### config.mk
export PLATFORM = sky130hd
export DESIGN_NAME = rtcev_top
export DESIGN_NICKNAME = d
export VERILOG_FILES = /design/src/common/rtcev_pkg.sv /design/src/hw/rtcev_sync_edge.sv /design/src/hw/rtcev_mod_div.sv /design/src/hw/rtcev_top.sv
export SDC_FILE = /design/constraint.sdc
export NUM_CORES = 1
export LEC_CHECK = 0
export BUFFER_PORTS_ARGS = -buffer_cell sky130_fd_sc_hd__clkbuf_2
export CELL_PAD_IN_SITES_DETAIL_PLACEMENT = 0
export CELL_PAD_IN_SITES_GLOBAL_PLACEMENT = 1
export CORE_ASPECT_RATIO = 2
export CORE_MARGIN = 4
export CORE_UTILIZATION = 47
export CTS_BUF_LIST = sky130_fd_sc_hd__clkbuf_16
export DETAILED_ROUTE_END_ITERATION = 6
export GPL_ROUTABILITY_DRIVEN = 1
export GPL_TIMING_DRIVEN = 0
export PLACE_DENSITY = 0.78
export SLEW_MARGIN = 30
export SYNTH_ARGS = -nofsm -noshare
export SYNTH_HDL_FRONTEND = slang
export SYNTH_SLANG_ARGS = --single-unit
### constraint.sdc
create_clock -name mclk -period 2.96 [get_ports mclk]
set_input_delay 0.148 -clock mclk [delete_from_list [all_inputs] [get_ports mclk]]
set_output_delay 0.148 -clock mclk [all_outputs]
set_load 0.01 [all_outputs]
### src/common/rtcev_pkg.sv
`default_nettype none
package rtcev_pkg;
	// Register addresses
	localparam logic [7:0] ADDR_WD = 8'h09;
	localparam logic [7:0] ADDR_FLAGS = 8'h0F;
	localparam logic [7:0] ADDR_TV = 8'h10;
	localparam logic [7:0] ADDR_TC = 8'h11;
	localparam logic [7:0] ADDR_AL2CTL = 8'h13;
	localparam logic [7:0] ADDR_AL2_FIRST = 8'h14;
	localparam logic [7:0] ADDR_AL2_LAST = 8'h18;
	localparam int AL2_BYTES = 5;
	// Watchdog fields
	localparam int WD_MULT_HI = 6;
	localparam int WD_MULT_LO = 2;
	localparam int WD_RES_HI = 1;
	localparam int WD_RES_LO = 0;
	localparam logic [7:0] WD_WMASK = 8'h7F;
	localparam logic [7:0] WD_RST = 8'h00;
	localparam logic [1:0] WD_RES_16TH = 2'h0;
	localparam logic [1:0] WD_RES_QUARTER = 2'h1;
	localparam logic [1:0] WD_RES_ONE = 2'h2;
	// Timer control fields
	localparam int TC_RUN = 7;
	localparam int TC_PULSE = 6;
	localparam int TC_TIE = 5;
	localparam int TC_SRC_HI = 1;
	localparam int TC_SRC_LO = 0;
	localparam logic [7:0] TC_WMASK = 8'hE3;
	localparam logic [7:0] TC_RST = 8'h00;
	localparam logic [7:0] TV_RST = 8'h00;
	localparam logic [1:0] SRC_4096 = 2'h0;
	localparam logic [1:0] SRC_64 = 2'h1;
	localparam logic [1:0] SRC_1 = 2'h2;
	// Flag bit positions
	localparam int FLAG_WDF = 7;
	localparam int FLAG_AF1 = 6;
	localparam int FLAG_AF2 = 5;
	localparam int FLAG_BL = 4;
	localparam int FLAG_TF = 3;
	localparam int FLAG_OF = 2;
	// Second alarm fields
	localparam int SECOND_ALARM_ENABLE_BIT = 1;
	localparam int SECOND_ALARM_IRQ_ENABLE_BIT = 7;
	localparam int RPT_HI_BIT = 7;
	localparam int RPT_LO_BIT = 6;
	localparam logic [7:0] CTL13_RST = 8'h00;
	localparam logic [7:0] AL2_RST = 8'h00;
	localparam logic [4:0] RPT_SEC = 5'h1F;
	localparam logic [4:0] RPT_MIN = 5'h1E;
	localparam logic [4:0] RPT_HOUR = 5'h1C;
	localparam logic [4:0] RPT_DAY = 5'h18;
	localparam logic [4:0] RPT_MONTH = 5'h10;
	localparam logic [4:0] RPT_YEAR = 5'h00;
	// Timebase: oscillator edges per second and divider chain
	localparam int OSC_HZ = 32768;
	localparam int DIV_OSC_8K = OSC_HZ / 8192;
	localparam int DIV_8K_4K = 2;
	localparam int DIV_4K_64 = 64;
	localparam int DIV_64_16 = 4;
	localparam int DIV_16_4 = 4;
	localparam int DIV_4_1 = 4;
	localparam int DIV_1_Q = 4;
	localparam int DIV_1_MIN = 60;
	// Pulse widths in 1/8192 s ticks
	localparam logic [7:0] PW_8K_N1 = 8'h01;
	localparam logic [7:0] PW_4K = 8'h02;
	localparam logic [7:0] PW_64_N1 = 8'h40;
	localparam logic [7:0] PW_SLOW = 8'h80;
endpackage
`default_nettype wire

### src/hw/rtcev_sync_edge.sv
`default_nettype none
module rtcev_sync_edge (
	// Clock and reset
	input wire logic clk,
	input wire logic rst_b,
	// Asynchronous input
	input wire logic din,
	// Synchronised level and rising edge
	output logic level,
	output logic rise
);
	logic meta;
	logic sync;
	logic prev;

	always_ff @(posedge clk)
	begin
		if (!rst_b)
		begin
			meta <= 1'b0;
			sync <= 1'b0;
			prev <= 1'b0;
		end
		else
		begin
			meta <= din;
			sync <= meta;
			prev <= sync;
		end
	end

	assign level = sync;
	assign rise = sync & ~prev;
endmodule
`default_nettype wire

### src/hw/rtcev_mod_div.sv
`default_nettype none
module rtcev_mod_div #(
	parameter int N = 4
) (
	// Clock and reset
	input wire logic clk,
	input wire logic rst_b,
	// Input rate and divided rate
	input wire logic en,
	output logic tick
);
	localparam int W = (N > 1) ? $clog2(N) : 1;
	localparam logic [W-1:0] TOP = W'(N - 1);
	logic [W-1:0] cnt;

	assign tick = en && (cnt == TOP);

	always_ff @(posedge clk)
	begin
		if (!rst_b)
			cnt <= '0;
		else if (en)
			cnt <= tick ? '0 : cnt + 1'b1;
	end
endmodule
`default_nettype wire

### src/hw/rtcev_top.sv
`default_nettype none
module rtcev_top (
	// Clock and reset
	input wire logic mclk,
	input wire logic rst_b,
	// Register port from the serial engine
	input wire logic [7:0] reg_addr,
	input wire logic [7:0] reg_wdata,
	input wire logic reg_wr,
	input wire logic reg_rd,
	output logic [7:0] reg_rdata,
	// Timebase and supply
	input wire logic osc_clk,
	input wire logic power_down,
	// Time of day
	input wire logic time_update,
	input wire logic [6:0] time_sec,
	input wire logic [6:0] time_min,
	input wire logic [5:0] time_hour,
	input wire logic [5:0] time_date,
	input wire logic [4:0] time_month,
	// Neighbouring control and status
	input wire logic first_alarm_match,
	input wire logic first_alarm_irq_enable,
	input wire logic osc_fail_flag,
	input wire logic osc_fail_irq_enable,
	input wire logic out_level,
	input wire logic freq_test_enable,
	input wire logic square_out_enable,
	input wire logic freq_test_wave,
	input wire logic battery_low_flag,
	// Interrupt pins
	output logic shared_irq_out_b,
	output logic shared_irq_oe,
	output logic second_alarm_irq_out_b
);
	logic osc_rise;
	logic pd_level;
	logic t8k, t4k, t64, t16, t4, t1, tq, tmin;

	rtcev_sync_edge u_osc (.clk(mclk), .rst_b(rst_b), .din(osc_clk),
		.level(), .rise(osc_rise));
	rtcev_sync_edge u_pd (.clk(mclk), .rst_b(rst_b), .din(power_down),
		.level(pd_level), .rise());

	rtcev_mod_div #(.N(rtcev_pkg::DIV_OSC_8K)) u_d8k (.clk(mclk),
		.rst_b(rst_b), .en(osc_rise), .tick(t8k));
	rtcev_mod_div #(.N(rtcev_pkg::DIV_8K_4K)) u_d4k (.clk(mclk),
		.rst_b(rst_b), .en(t8k), .tick(t4k));
	rtcev_mod_div #(.N(rtcev_pkg::DIV_4K_64)) u_d64 (.clk(mclk),
		.rst_b(rst_b), .en(t4k), .tick(t64));
	rtcev_mod_div #(.N(rtcev_pkg::DIV_64_16)) u_d16 (.clk(mclk),
		.rst_b(rst_b), .en(t64), .tick(t16));
	rtcev_mod_div #(.N(rtcev_pkg::DIV_16_4)) u_d4 (.clk(mclk),
		.rst_b(rst_b), .en(t16), .tick(t4));
	rtcev_mod_div #(.N(rtcev_pkg::DIV_4_1)) u_d1 (.clk(mclk),
		.rst_b(rst_b), .en(t4), .tick(t1));
	rtcev_mod_div #(.N(rtcev_pkg::DIV_1_Q)) u_dq (.clk(mclk),
		.rst_b(rst_b), .en(t1), .tick(tq));
	rtcev_mod_div #(.N(rtcev_pkg::DIV_1_MIN)) u_dmin (.clk(mclk),
		.rst_b(rst_b), .en(t1), .tick(tmin));

	// Register decode
	logic wr_wd, wr_tv, wr_tc, wr_ctl13, rd_flags, al2_sel;
	logic [2:0] al2_idx;
	assign wr_wd = reg_wr && (reg_addr == rtcev_pkg::ADDR_WD);
	assign wr_tv = reg_wr && (reg_addr == rtcev_pkg::ADDR_TV);
	assign wr_tc = reg_wr && (reg_addr == rtcev_pkg::ADDR_TC);
	assign wr_ctl13 = reg_wr && (reg_addr == rtcev_pkg::ADDR_AL2CTL);
	assign rd_flags = reg_rd && (reg_addr == rtcev_pkg::ADDR_FLAGS);
	assign al2_sel = (reg_addr >= rtcev_pkg::ADDR_AL2_FIRST) &&
		(reg_addr <= rtcev_pkg::ADDR_AL2_LAST);
	assign al2_idx = 3'(reg_addr - rtcev_pkg::ADDR_AL2_FIRST);

	// Second alarm storage
	logic [7:0] ctl13;
	logic [7:0] al2 [rtcev_pkg::AL2_BYTES];
	logic al2_en, second_alarm_irq_enable, al2_hit, al2_flag, af1_flag;
	logic [4:0] rpt, rpt_eff;
	logic rpt_valid;

	always_ff @(posedge mclk)
	begin
		if (!rst_b)
			ctl13 <= rtcev_pkg::CTL13_RST;
		else if (wr_ctl13)
			ctl13 <= reg_wdata;
	end

	always_ff @(posedge mclk)
	begin
		if (!rst_b)
		begin
			for (int i = 0; i < rtcev_pkg::AL2_BYTES; i++)
				al2[i] <= rtcev_pkg::AL2_RST;
		end
		else if (reg_wr && al2_sel)
			al2[al2_idx] <= reg_wdata;
	end

	assign al2_en = ctl13[rtcev_pkg::SECOND_ALARM_ENABLE_BIT];
	assign second_alarm_irq_enable = al2[0][rtcev_pkg::SECOND_ALARM_IRQ_ENABLE_BIT];
	assign rpt = {al2[1][rtcev_pkg::RPT_HI_BIT], al2[1][rtcev_pkg::RPT_LO_BIT],
		al2[2][rtcev_pkg::RPT_HI_BIT], al2[3][rtcev_pkg::RPT_HI_BIT],
		al2[4][rtcev_pkg::RPT_HI_BIT]};
	assign rpt_valid = (rpt == rtcev_pkg::RPT_SEC) ||
		(rpt == rtcev_pkg::RPT_MIN) || (rpt == rtcev_pkg::RPT_HOUR) ||
		(rpt == rtcev_pkg::RPT_DAY) || (rpt == rtcev_pkg::RPT_MONTH) ||
		(rpt == rtcev_pkg::RPT_YEAR);
	// Unlisted codes fall back to once per second
	assign rpt_eff = rpt_valid ? rpt : rtcev_pkg::RPT_SEC;
	assign al2_hit = al2_en && time_update &&
		(rpt_eff[0] || (time_sec == al2[4][6:0])) &&
		(rpt_eff[1] || (time_min == al2[3][6:0])) &&
		(rpt_eff[2] || (time_hour == al2[2][5:0])) &&
		(rpt_eff[3] || (time_date == al2[1][5:0])) &&
		(rpt_eff[4] || (time_month == al2[0][4:0]));

	always_ff @(posedge mclk)
	begin
		if (!rst_b)
			al2_flag <= 1'b0;
		else if (al2_hit)
			al2_flag <= 1'b1;
		else if (rd_flags)
			al2_flag <= 1'b0;
	end

	always_ff @(posedge mclk)
	begin
		if (!rst_b)
			af1_flag <= 1'b0;
		else if (first_alarm_match)
			af1_flag <= 1'b1;
		else if (rd_flags)
			af1_flag <= 1'b0;
	end

	always_ff @(posedge mclk)
	begin
		if (!rst_b)
			second_alarm_irq_out_b <= 1'b1;
		else
			second_alarm_irq_out_b <= !(al2_flag && second_alarm_irq_enable && al2_en);
	end

	// Watchdog
	logic [7:0] wd_reg;
	logic [4:0] wd_mult, wd_cnt;
	logic [1:0] wd_res;
	logic wd_prog, wd_tick, wd_expire, wd_irq, wd_flag;
	assign wd_mult = wd_reg[rtcev_pkg::WD_MULT_HI:rtcev_pkg::WD_MULT_LO];
	assign wd_res = wd_reg[rtcev_pkg::WD_RES_HI:rtcev_pkg::WD_RES_LO];
	assign wd_prog = (wd_mult != 5'h00);
	always_comb
	begin
		case (wd_res)
			rtcev_pkg::WD_RES_16TH: wd_tick = t16;
			rtcev_pkg::WD_RES_QUARTER: wd_tick = t4;
			rtcev_pkg::WD_RES_ONE: wd_tick = t1;
			default: wd_tick = tq;
		endcase
	end
	assign wd_expire = wd_prog && !wd_irq && wd_tick &&
		((wd_cnt + 5'h01) == wd_mult);

	always_ff @(posedge mclk)
	begin
		if (!rst_b)
			wd_reg <= rtcev_pkg::WD_RST;
		else if (wr_wd)
			wd_reg <= reg_wdata & rtcev_pkg::WD_WMASK;
	end

	always_ff @(posedge mclk)
	begin
		if (!rst_b)
			wd_cnt <= 5'h00;
		else if (wr_wd)
			wd_cnt <= 5'h00;
		else if (wd_prog && !wd_irq && wd_tick)
			wd_cnt <= wd_cnt + 5'h01;
	end

	always_ff @(posedge mclk)
	begin
		if (!rst_b)
			wd_irq <= 1'b0;
		else if (wd_expire)
			wd_irq <= 1'b1;
		else if (wr_wd && (reg_wdata == rtcev_pkg::WD_RST))
			wd_irq <= 1'b0;
	end

	always_ff @(posedge mclk)
	begin
		if (!rst_b)
			wd_flag <= 1'b0;
		else if (wd_expire)
			wd_flag <= 1'b1;
		else if (rd_flags)
			wd_flag <= 1'b0;
	end

	// Countdown timer
	logic [7:0] tc_reg, tv_reload, tv_count, pw_cnt, pw_sel;
	logic tmr_run, tmr_pmode, tmr_tie, tmr_src, tmr_live, tmr_end;
	logic tmr_flag, pulse_en, tmr_pulse;
	logic [1:0] src_sel;
	assign tmr_run = tc_reg[rtcev_pkg::TC_RUN];
	assign tmr_pmode = tc_reg[rtcev_pkg::TC_PULSE];
	assign tmr_tie = tc_reg[rtcev_pkg::TC_TIE];
	assign src_sel = tc_reg[rtcev_pkg::TC_SRC_HI:rtcev_pkg::TC_SRC_LO];
	always_comb
	begin
		case (src_sel)
			rtcev_pkg::SRC_4096: tmr_src = t4k;
			rtcev_pkg::SRC_64: tmr_src = t64;
			rtcev_pkg::SRC_1: tmr_src = t1;
			default: tmr_src = tmin;
		endcase
	end
	assign tmr_live = tmr_run && (tv_reload != 8'h00);
	assign tmr_end = tmr_live && tmr_src && (tv_count <= 8'h01);

	always_ff @(posedge mclk)
	begin
		if (!rst_b)
			tc_reg <= rtcev_pkg::TC_RST;
		else if (pd_level)
			tc_reg[rtcev_pkg::TC_RUN] <= 1'b0;
		else if (wr_tc)
			tc_reg <= reg_wdata & rtcev_pkg::TC_WMASK;
	end

	always_ff @(posedge mclk)
	begin
		if (!rst_b)
			tv_reload <= rtcev_pkg::TV_RST;
		else if (wr_tv)
			tv_reload <= reg_wdata;
	end

	always_ff @(posedge mclk)
	begin
		if (!rst_b)
			tv_count <= rtcev_pkg::TV_RST;
		else if (wr_tv)
			tv_count <= reg_wdata;
		else if (tmr_end)
			tv_count <= tv_reload;
		else if (tmr_live && tmr_src)
			tv_count <= tv_count - 8'h01;
	end

	always_ff @(posedge mclk)
	begin
		if (!rst_b)
			tmr_flag <= 1'b0;
		else if (tmr_end)
			tmr_flag <= 1'b1;
		else if (rd_flags)
			tmr_flag <= 1'b0;
	end

	always_comb
	begin
		case (src_sel)
			rtcev_pkg::SRC_4096:
				pw_sel = (tv_reload == 8'h01) ? rtcev_pkg::PW_8K_N1 :
					rtcev_pkg::PW_4K;
			rtcev_pkg::SRC_64:
				pw_sel = (tv_reload == 8'h01) ? rtcev_pkg::PW_64_N1 :
					rtcev_pkg::PW_SLOW;
			default: pw_sel = rtcev_pkg::PW_SLOW;
		endcase
	end
	assign pulse_en = tmr_run && tmr_tie && tmr_pmode;
	assign tmr_pulse = (pw_cnt != 8'h00);

	always_ff @(posedge mclk)
	begin
		if (!rst_b)
			pw_cnt <= 8'h00;
		else if (!pulse_en)
			pw_cnt <= 8'h00;
		else if (tmr_end)
			pw_cnt <= pw_sel;
		else if (t8k && tmr_pulse)
			pw_cnt <= pw_cnt - 8'h01;
	end

	// Shared interrupt pin, open drain
	logic steady_irq, tmr_irq, ft_sel, next_low;
	assign steady_irq = (af1_flag && first_alarm_irq_enable) || wd_irq ||
		(osc_fail_flag && osc_fail_irq_enable) || !out_level;
	assign tmr_irq = tmr_pmode ? tmr_pulse : (tmr_flag && tmr_tie);
	assign ft_sel = freq_test_enable && !square_out_enable && out_level &&
		!wd_prog;
	assign next_low = ft_sel ? !freq_test_wave : (steady_irq || tmr_irq);

	// No supply gating: interrupt stays live on backup
	always_ff @(posedge mclk)
	begin
		if (!rst_b)
		begin
			shared_irq_out_b <= 1'b1;
			shared_irq_oe <= 1'b0;
		end
		else
		begin
			shared_irq_out_b <= !next_low;
			shared_irq_oe <= next_low;
		end
	end

	// Register read port
	always_ff @(posedge mclk)
	begin
		if (!rst_b)
			reg_rdata <= 8'h00;
		else if (reg_rd)
		begin
			reg_rdata <= 8'h00;
			case (reg_addr)
				rtcev_pkg::ADDR_WD: reg_rdata <= wd_reg;
				rtcev_pkg::ADDR_FLAGS:
				begin
					reg_rdata[rtcev_pkg::FLAG_WDF] <= wd_flag;
					reg_rdata[rtcev_pkg::FLAG_AF1] <= af1_flag;
					reg_rdata[rtcev_pkg::FLAG_AF2] <= al2_flag;
					reg_rdata[rtcev_pkg::FLAG_BL] <= battery_low_flag;
					reg_rdata[rtcev_pkg::FLAG_TF] <= tmr_flag;
					reg_rdata[rtcev_pkg::FLAG_OF] <= osc_fail_flag;
				end
				rtcev_pkg::ADDR_TV: reg_rdata <= tv_count;
				rtcev_pkg::ADDR_TC: reg_rdata <= tc_reg;
				rtcev_pkg::ADDR_AL2CTL: reg_rdata <= ctl13;
				default:
					if (al2_sel)
						reg_rdata <= al2[al2_idx];
			endcase
		end
	end
endmodule
`default_nettype wire

==> impl_results.html <==
<table>
<tr><th>Metric</th><th>Value</th></tr>
<tr><th colspan="2">Outcome</th></tr>
<tr><td>Outcome</td><td>complete, no violations</td></tr>
<tr><th colspan="2">Routing</th></tr>
<tr><td>Detailed-route wire length per cell</td><td>20.3 µm</td></tr>
<tr><td>DR iter-0 viols</td><td>305</td></tr>
<tr><td>Remaining DRCs</td><td>0</td></tr>
<tr><td>Remaining antenna violation count</td><td>0</td></tr>
<tr><td>Routed vias/inst</td><td>5.67</td></tr>
<tr><td>Final WL</td><td>22.1 mm</td></tr>
<tr><td>Via count of the routed design</td><td>6182</td></tr>
<tr><td>Drt first pass iters</td><td>5</td></tr>
<tr><th colspan="2">Layout</th></tr>
<tr><td>Layout cells sized above 1</td><td>0.157</td></tr>
<tr><td>Fill cells</td><td>1494</td></tr>
<tr><td>Net count, final</td><td>951</td></tr>
<tr><td>Number of flip-flops in the largest register</td><td>64</td></tr>
<tr><td>Number of antenna diodes</td><td>0</td></tr>
<tr><td>Largest register by flop count</td><td>al2</td></tr>
<tr><td>Area growth from synthesis to layout</td><td>18.2%</td></tr>
<tr><td>Total non-filler cell area in the finished layout</td><td>9090 µm²</td></tr>
<tr><td>Register area</td><td>3780 µm²</td></tr>
<tr><td>Area of the multi-input gates</td><td>3800 µm²</td></tr>
<tr><th colspan="2">STA</th></tr>
<tr><td>Fmax achieved</td><td>0.355 GHz</td></tr>
<tr><td>Actual transition at the worst max-transition pin</td><td>865 ps</td></tr>
<tr><td>Clock Skews</td><td>8.48 ps</td></tr>
<tr><td>Hold Fails Final Rpt</td><td>0</td></tr>
<tr><td>Max-slew violation count</td><td>0</td></tr>
<tr><td>Setup violations, final</td><td>0</td></tr>
<tr><td>Time the worst path needs with I/O delays and setup</td><td>2820 ps</td></tr>
<tr><td>Final hold slack</td><td>81.9 ps</td></tr>
<tr><td>RSZ-0062 raised after global routing</td><td>false</td></tr>
<tr><td>Final Cycle Share</td><td>0.952</td></tr>
<tr><td>Headroom to the max-slew limit</td><td>0.424</td></tr>
<tr><th colspan="2">Hold path</th></tr>
<tr><td>Cell depth of the worst min-delay path</td><td>3</td></tr>
<tr><td>Min-delay worst type</td><td>input pin to flop</td></tr>
<tr><td>Worst Min Path Start</td><td>out_level</td></tr>
<tr><td>Worst Hold Path EP</td><td>shared_irq_oe$_SDFF_PN0_</td></tr>
<tr><th colspan="2">Job</th></tr>
<tr><td>Max-Cap Viols</td><td>0</td></tr>
<tr><th colspan="2">Clock tree</th></tr>
<tr><td>Post-cts sizing count</td><td>0</td></tr>
<tr><td>Clock-pin slew of the registers on the worst-case setup and hold paths</td><td>70 ps</td></tr>
<tr><td>Number of sinks driven by the clock tree</td><td>157</td></tr>
<tr><td>Hold bufs inserted after CTS</td><td>12</td></tr>
<tr><td>Cell at the root of the clock tree</td><td>sky130_fd_sc_hd__clkbuf_16</td></tr>
<tr><td>Total CTS buffers</td><td>17</td></tr>
<tr><td>Number of buffers on the longest clock path</td><td>2</td></tr>
<tr><td>Insertion delay to the later sink of the worst-skew pair</td><td>430 ps</td></tr>
<tr><td>H-tree Lvls</td><td>4</td></tr>
<tr><td>TritonCTS clock tree</td><td>yes</td></tr>
<tr><td>Setup bufs post-CTS</td><td>0</td></tr>
<tr><th colspan="2">Critical path</th></tr>
<tr><td>Critical R2R Capture</td><td>wd_irq$_SDFFE_PN0P_</td></tr>
<tr><td>Critical path, cell by cell</td><td>ha_1 -&gt; nand4b_1 -&gt; o41ai_1 -&gt; o2bb2ai_1 -&gt; nand3_1 -&gt; nor4b_1 -&gt; a31o_2</td></tr>
<tr><td>Worst Reg-to-Reg Cells</td><td>7</td></tr>
<tr><td>Critical path launch point type</td><td>flop</td></tr>
<tr><td>Origin of the critical flop-to-flop path</td><td>u_d8k.cnt[0]$_SDFFE_PN0P_</td></tr>
<tr><td>CP Data Required Time</td><td>3330 ps</td></tr>
<tr><td>Slowest-stage cell, CP</td><td>sky130_fd_sc_hd__nor4b_1</td></tr>
<tr><td>Crit. End Element</td><td>flop</td></tr>
<tr><td>Maximum cell stage delay along the critical path</td><td>610 ps</td></tr>
<tr><td>Arrival time of data at the critical path endpoint</td><td>3190 ps</td></tr>
<tr><td>Worst R2R Setup Slack</td><td>140 ps</td></tr>
<tr><td>Critical path class</td><td>flop to flop</td></tr>
<tr><td>Largest fanout of any net on the critical path</td><td>7</td></tr>
<tr><th colspan="2">Synthesis</th></tr>
<tr><td>Number of warnings printed during yosys synthesis</td><td>0</td></tr>
<tr><td>Count of mapped cells out of synthesis</td><td>753</td></tr>
<tr><td>Post-synthesis area per instance</td><td>10.2 µm²</td></tr>
<tr><td>Total standard cell area after synthesis</td><td>7690 µm²</td></tr>
<tr><td>Sequential area share after synthesis</td><td>0.492</td></tr>
<tr><td>Synth cell types</td><td>63</td></tr>
<tr><td>Number of storage elements in the synthesis netlist</td><td>157</td></tr>
<tr><td>Proportion of register bits with asynchronous set or reset after synthesis</td><td>0</td></tr>
<tr><td>Main synth FF type</td><td>sky130_fd_sc_hd__dfxtp_1</td></tr>
<tr><td>Number of flops mapped to enable cells by yosys</td><td>64</td></tr>
<tr><th colspan="2">Power and ir drop</th></tr>
<tr><td>Sequential share of power</td><td>0.484</td></tr>
<tr><td>Internal Power</td><td>3.67 mW</td></tr>
<tr><td>Gate power share</td><td>0.070</td></tr>
<tr><td>Leakage component of the power</td><td>3.48 nW</td></tr>
<tr><td>Max VDD drop</td><td>0.446 mV</td></tr>
<tr><td>Switch share</td><td>0.249</td></tr>
<tr><td>Switching power of the nets</td><td>1.21 mW</td></tr>
<tr><td>Pwr/cell area</td><td>537 nW/µm²</td></tr>
<tr><td>Clock share of power</td><td>0.447</td></tr>
<tr><th colspan="2">Floorplan</th></tr>
<tr><td>I/O pin count</td><td>74</td></tr>
<tr><td>Die Y</td><td>189 µm</td></tr>
<tr><td>Die outline width</td><td>98.4 µm</td></tr>
<tr><td>Site row count</td><td>65</td></tr>
<tr><td>Floorplan die area</td><td>18600 µm²</td></tr>
<tr><td>Starting density of the core</td><td>0.482</td></tr>
<tr><td>Core Region</td><td>15900 µm²</td></tr>
<tr><th colspan="2">Placed design</th></tr>
<tr><td>Final GP Congestion</td><td>0.957</td></tr>
<tr><td>HPWL after detailed placement</td><td>17.1 mm</td></tr>
<tr><td>Count of input and output buffers</td><td>69</td></tr>
<tr><td>Area after detailed placement</td><td>8380 µm²</td></tr>
<tr><th colspan="2">Global route</th></tr>
<tr><td>Number of antenna violations at the first check in global routing</td><td>0</td></tr>
<tr><td>Via count of the first global-routing pass</td><td>6543</td></tr>
<tr><td>Wire length of the first global-routing pass</td><td>34.4 mm</td></tr>
<tr><td>Remaining global-route overflow</td><td>0</td></tr>
<tr><td>Pin count of the biggest net entering global routing</td><td>17</td></tr>
<tr><td>Total routing resource utilization after global routing</td><td>0.245</td></tr>
</table>
-- cell usage in the layout, fill, tap and decap left out, types with 14 or more instances in the layout --
| master | count |
|---|---|
| sky130_fd_sc_hd__a21oi_1 | 48 |
| sky130_fd_sc_hd__nor4_1 | 14 |
| sky130_fd_sc_hd__clkbuf_1 | 29 |
| sky130_fd_sc_hd__dfxtp_1 | 93 |
| sky130_fd_sc_hd__mux4_2 | 16 |
| sky130_fd_sc_hd__mux2i_1 | 28 |
| sky130_fd_sc_hd__nand2_1 | 80 |
| sky130_fd_sc_hd__edfxtp_1 | 64 |
| sky130_fd_sc_hd__and2_1 | 46 |
| sky130_fd_sc_hd__nor2_1 | 54 |
| sky130_fd_sc_hd__clkbuf_2 | 74 |
| sky130_fd_sc_hd__nand3_1 | 23 |
| sky130_fd_sc_hd__nand4_1 | 14 |
| sky130_fd_sc_hd__o21ai_0 | 21 |
| sky130_fd_sc_hd__nor3_1 | 15 |
| sky130_fd_sc_hd__conb_1 | 24 |
| sky130_fd_sc_hd__xnor2_1 | 27 |
| sky130_fd_sc_hd__xor2_1 | 30 |
| sky130_fd_sc_hd__clkbuf_16 | 19 |
-- critical path, delay by kind of cell, from the launching register on --
family	cells	cell delay, ps
compound gates	3	970
fa+ha+maj	1	230
flops	1	360
simple gates	3	1200
-- cells by family (layout without fill, tap and decap cells) --
kind of cell | after synthesis | in the layout | synth area share
adder cells (fa/ha/maj) | 12 | 12 | 0.0195
multiplexers | 46 | 46 | 0.0862
XOR/XNOR | 57 | 57 | 0.0649
AND/OR/NAND/NOR | 302 | 302 | 0.207
other | 1 | 24 | 0.000488
flip-flops | 157 | 157 | 0.492
buffers and inverters | 52 | 165 | 0.0267
AO/OA/AOI/OAI | 126 | 126 | 0.103
-- per-layer routing --
layer / track usage / share of wire / up-vias
met1: 0.235 / 0.34 / 2946
met2: 0.450 / 0.54 / 195
met3: 0.0494 / 0.039 / 74
li1: - / - / 2967
met4: 0.176 / 0.076 / 0
met5: 0 / 0 / -
-- power groups by stage --
stage	registers (mW)	logic, mW	clock network [mW]
5_1_grt	2.37	0.368	2.32
3_5_place_dp	2.41	0.327	0
4_1_cts	2.36	0.341	2.21
2_1_floorplan	2.39	0.182	0
3_3_place_gp	2.41	0.322	0
6_report	2.36	0.340	2.18
-- cell type report --
type                            instances  area share
Inverter                               12     0.00495
Sequential cell                       157       0.416
Clock inverter                         13      0.0124
Buffer                                 40      0.0176
Timing Repair Buffer                   81      0.0512
Tap cell                              201      0.0277
Multi-Input combinational cell        567       0.418
Clock buffer                           19      0.0523
-- through the flow --
stage	setup WS [ps]	cells	utilization	TNS, ps	power, mW
floorplan	628	776	-	0	2.58
global placement	-224	1046	0.525	-1790	2.73
detailed placement	107	1046	0.526	0	2.74
CTS	165	1090	0.570	0	4.91
global route	19.2	1090	0.570	0	5.05
finish	143	1090	0.570	0	4.88
-- worst max-delay path by stage --
stage | startpoint | to | slack (ps) | cells past startpoint
after floorplan | u_d8k.cnt[0]$_SDFFE_PN0P_ | pw_cnt[6]$_SDFFE_PN0P_ | 630 | 10
after global placement | reg_addr[1] | al2[4][0]$_SDFFCE_PN0P_ | -220 | 7
after detailed placement | reg_addr[1] | al2[4][0]$_SDFFCE_PN0P_ | 110 | 7
after CTS | u_d8k.cnt[0]$_SDFFE_PN0P_ | wd_irq$_SDFFE_PN0P_ | 170 | 7
after global routing | u_d8k.cnt[0]$_SDFFE_PN0P_ | wd_irq$_SDFFE_PN0P_ | 20 | 7
final | u_d8k.cnt[0]$_SDFFE_PN0P_ | wd_irq$_SDFFE_PN0P_ | 140 | 7
-- cells in the mapped netlist, types with 5 or more instances --
master	n	area [µm²]
sky130_fd_sc_hd__dfxtp_1	93	1860
sky130_fd_sc_hd__nand2_1	80	300
sky130_fd_sc_hd__edfxtp_1	64	1920
sky130_fd_sc_hd__nor2_1	54	203
sky130_fd_sc_hd__a21oi_1	48	240
sky130_fd_sc_hd__and2_1	46	288
sky130_fd_sc_hd__xor2_1	30	263
sky130_fd_sc_hd__clkbuf_1	29	109
sky130_fd_sc_hd__mux2i_1	28	280
sky130_fd_sc_hd__xnor2_1	27	236
sky130_fd_sc_hd__nand3_1	23	115
sky130_fd_sc_hd__o21ai_0	23	115
sky130_fd_sc_hd__mux4_2	16	360
sky130_fd_sc_hd__nor3_1	15	75.1
sky130_fd_sc_hd__nor4_1	15	93.8
sky130_fd_sc_hd__nand4_1	14	87.6
sky130_fd_sc_hd__a31oi_1	12	75.1
sky130_fd_sc_hd__ha_1	12	150
sky130_fd_sc_hd__inv_1	11	41.3
sky130_fd_sc_hd__a22oi_1	8	60.1
sky130_fd_sc_hd__nand2b_1	8	50.1
sky130_fd_sc_hd__and3_1	7	43.8
sky130_fd_sc_hd__clkbuf_2	5	25.0
sky130_fd_sc_hd__o2111ai_1	5	43.8
sky130_fd_sc_hd__o211a_1	5	50.1
sky130_fd_sc_hd__or3_1	5	31.3
sky130_fd_sc_hd__or4_1	5	37.5
Power figures use the tool's default switching activity.
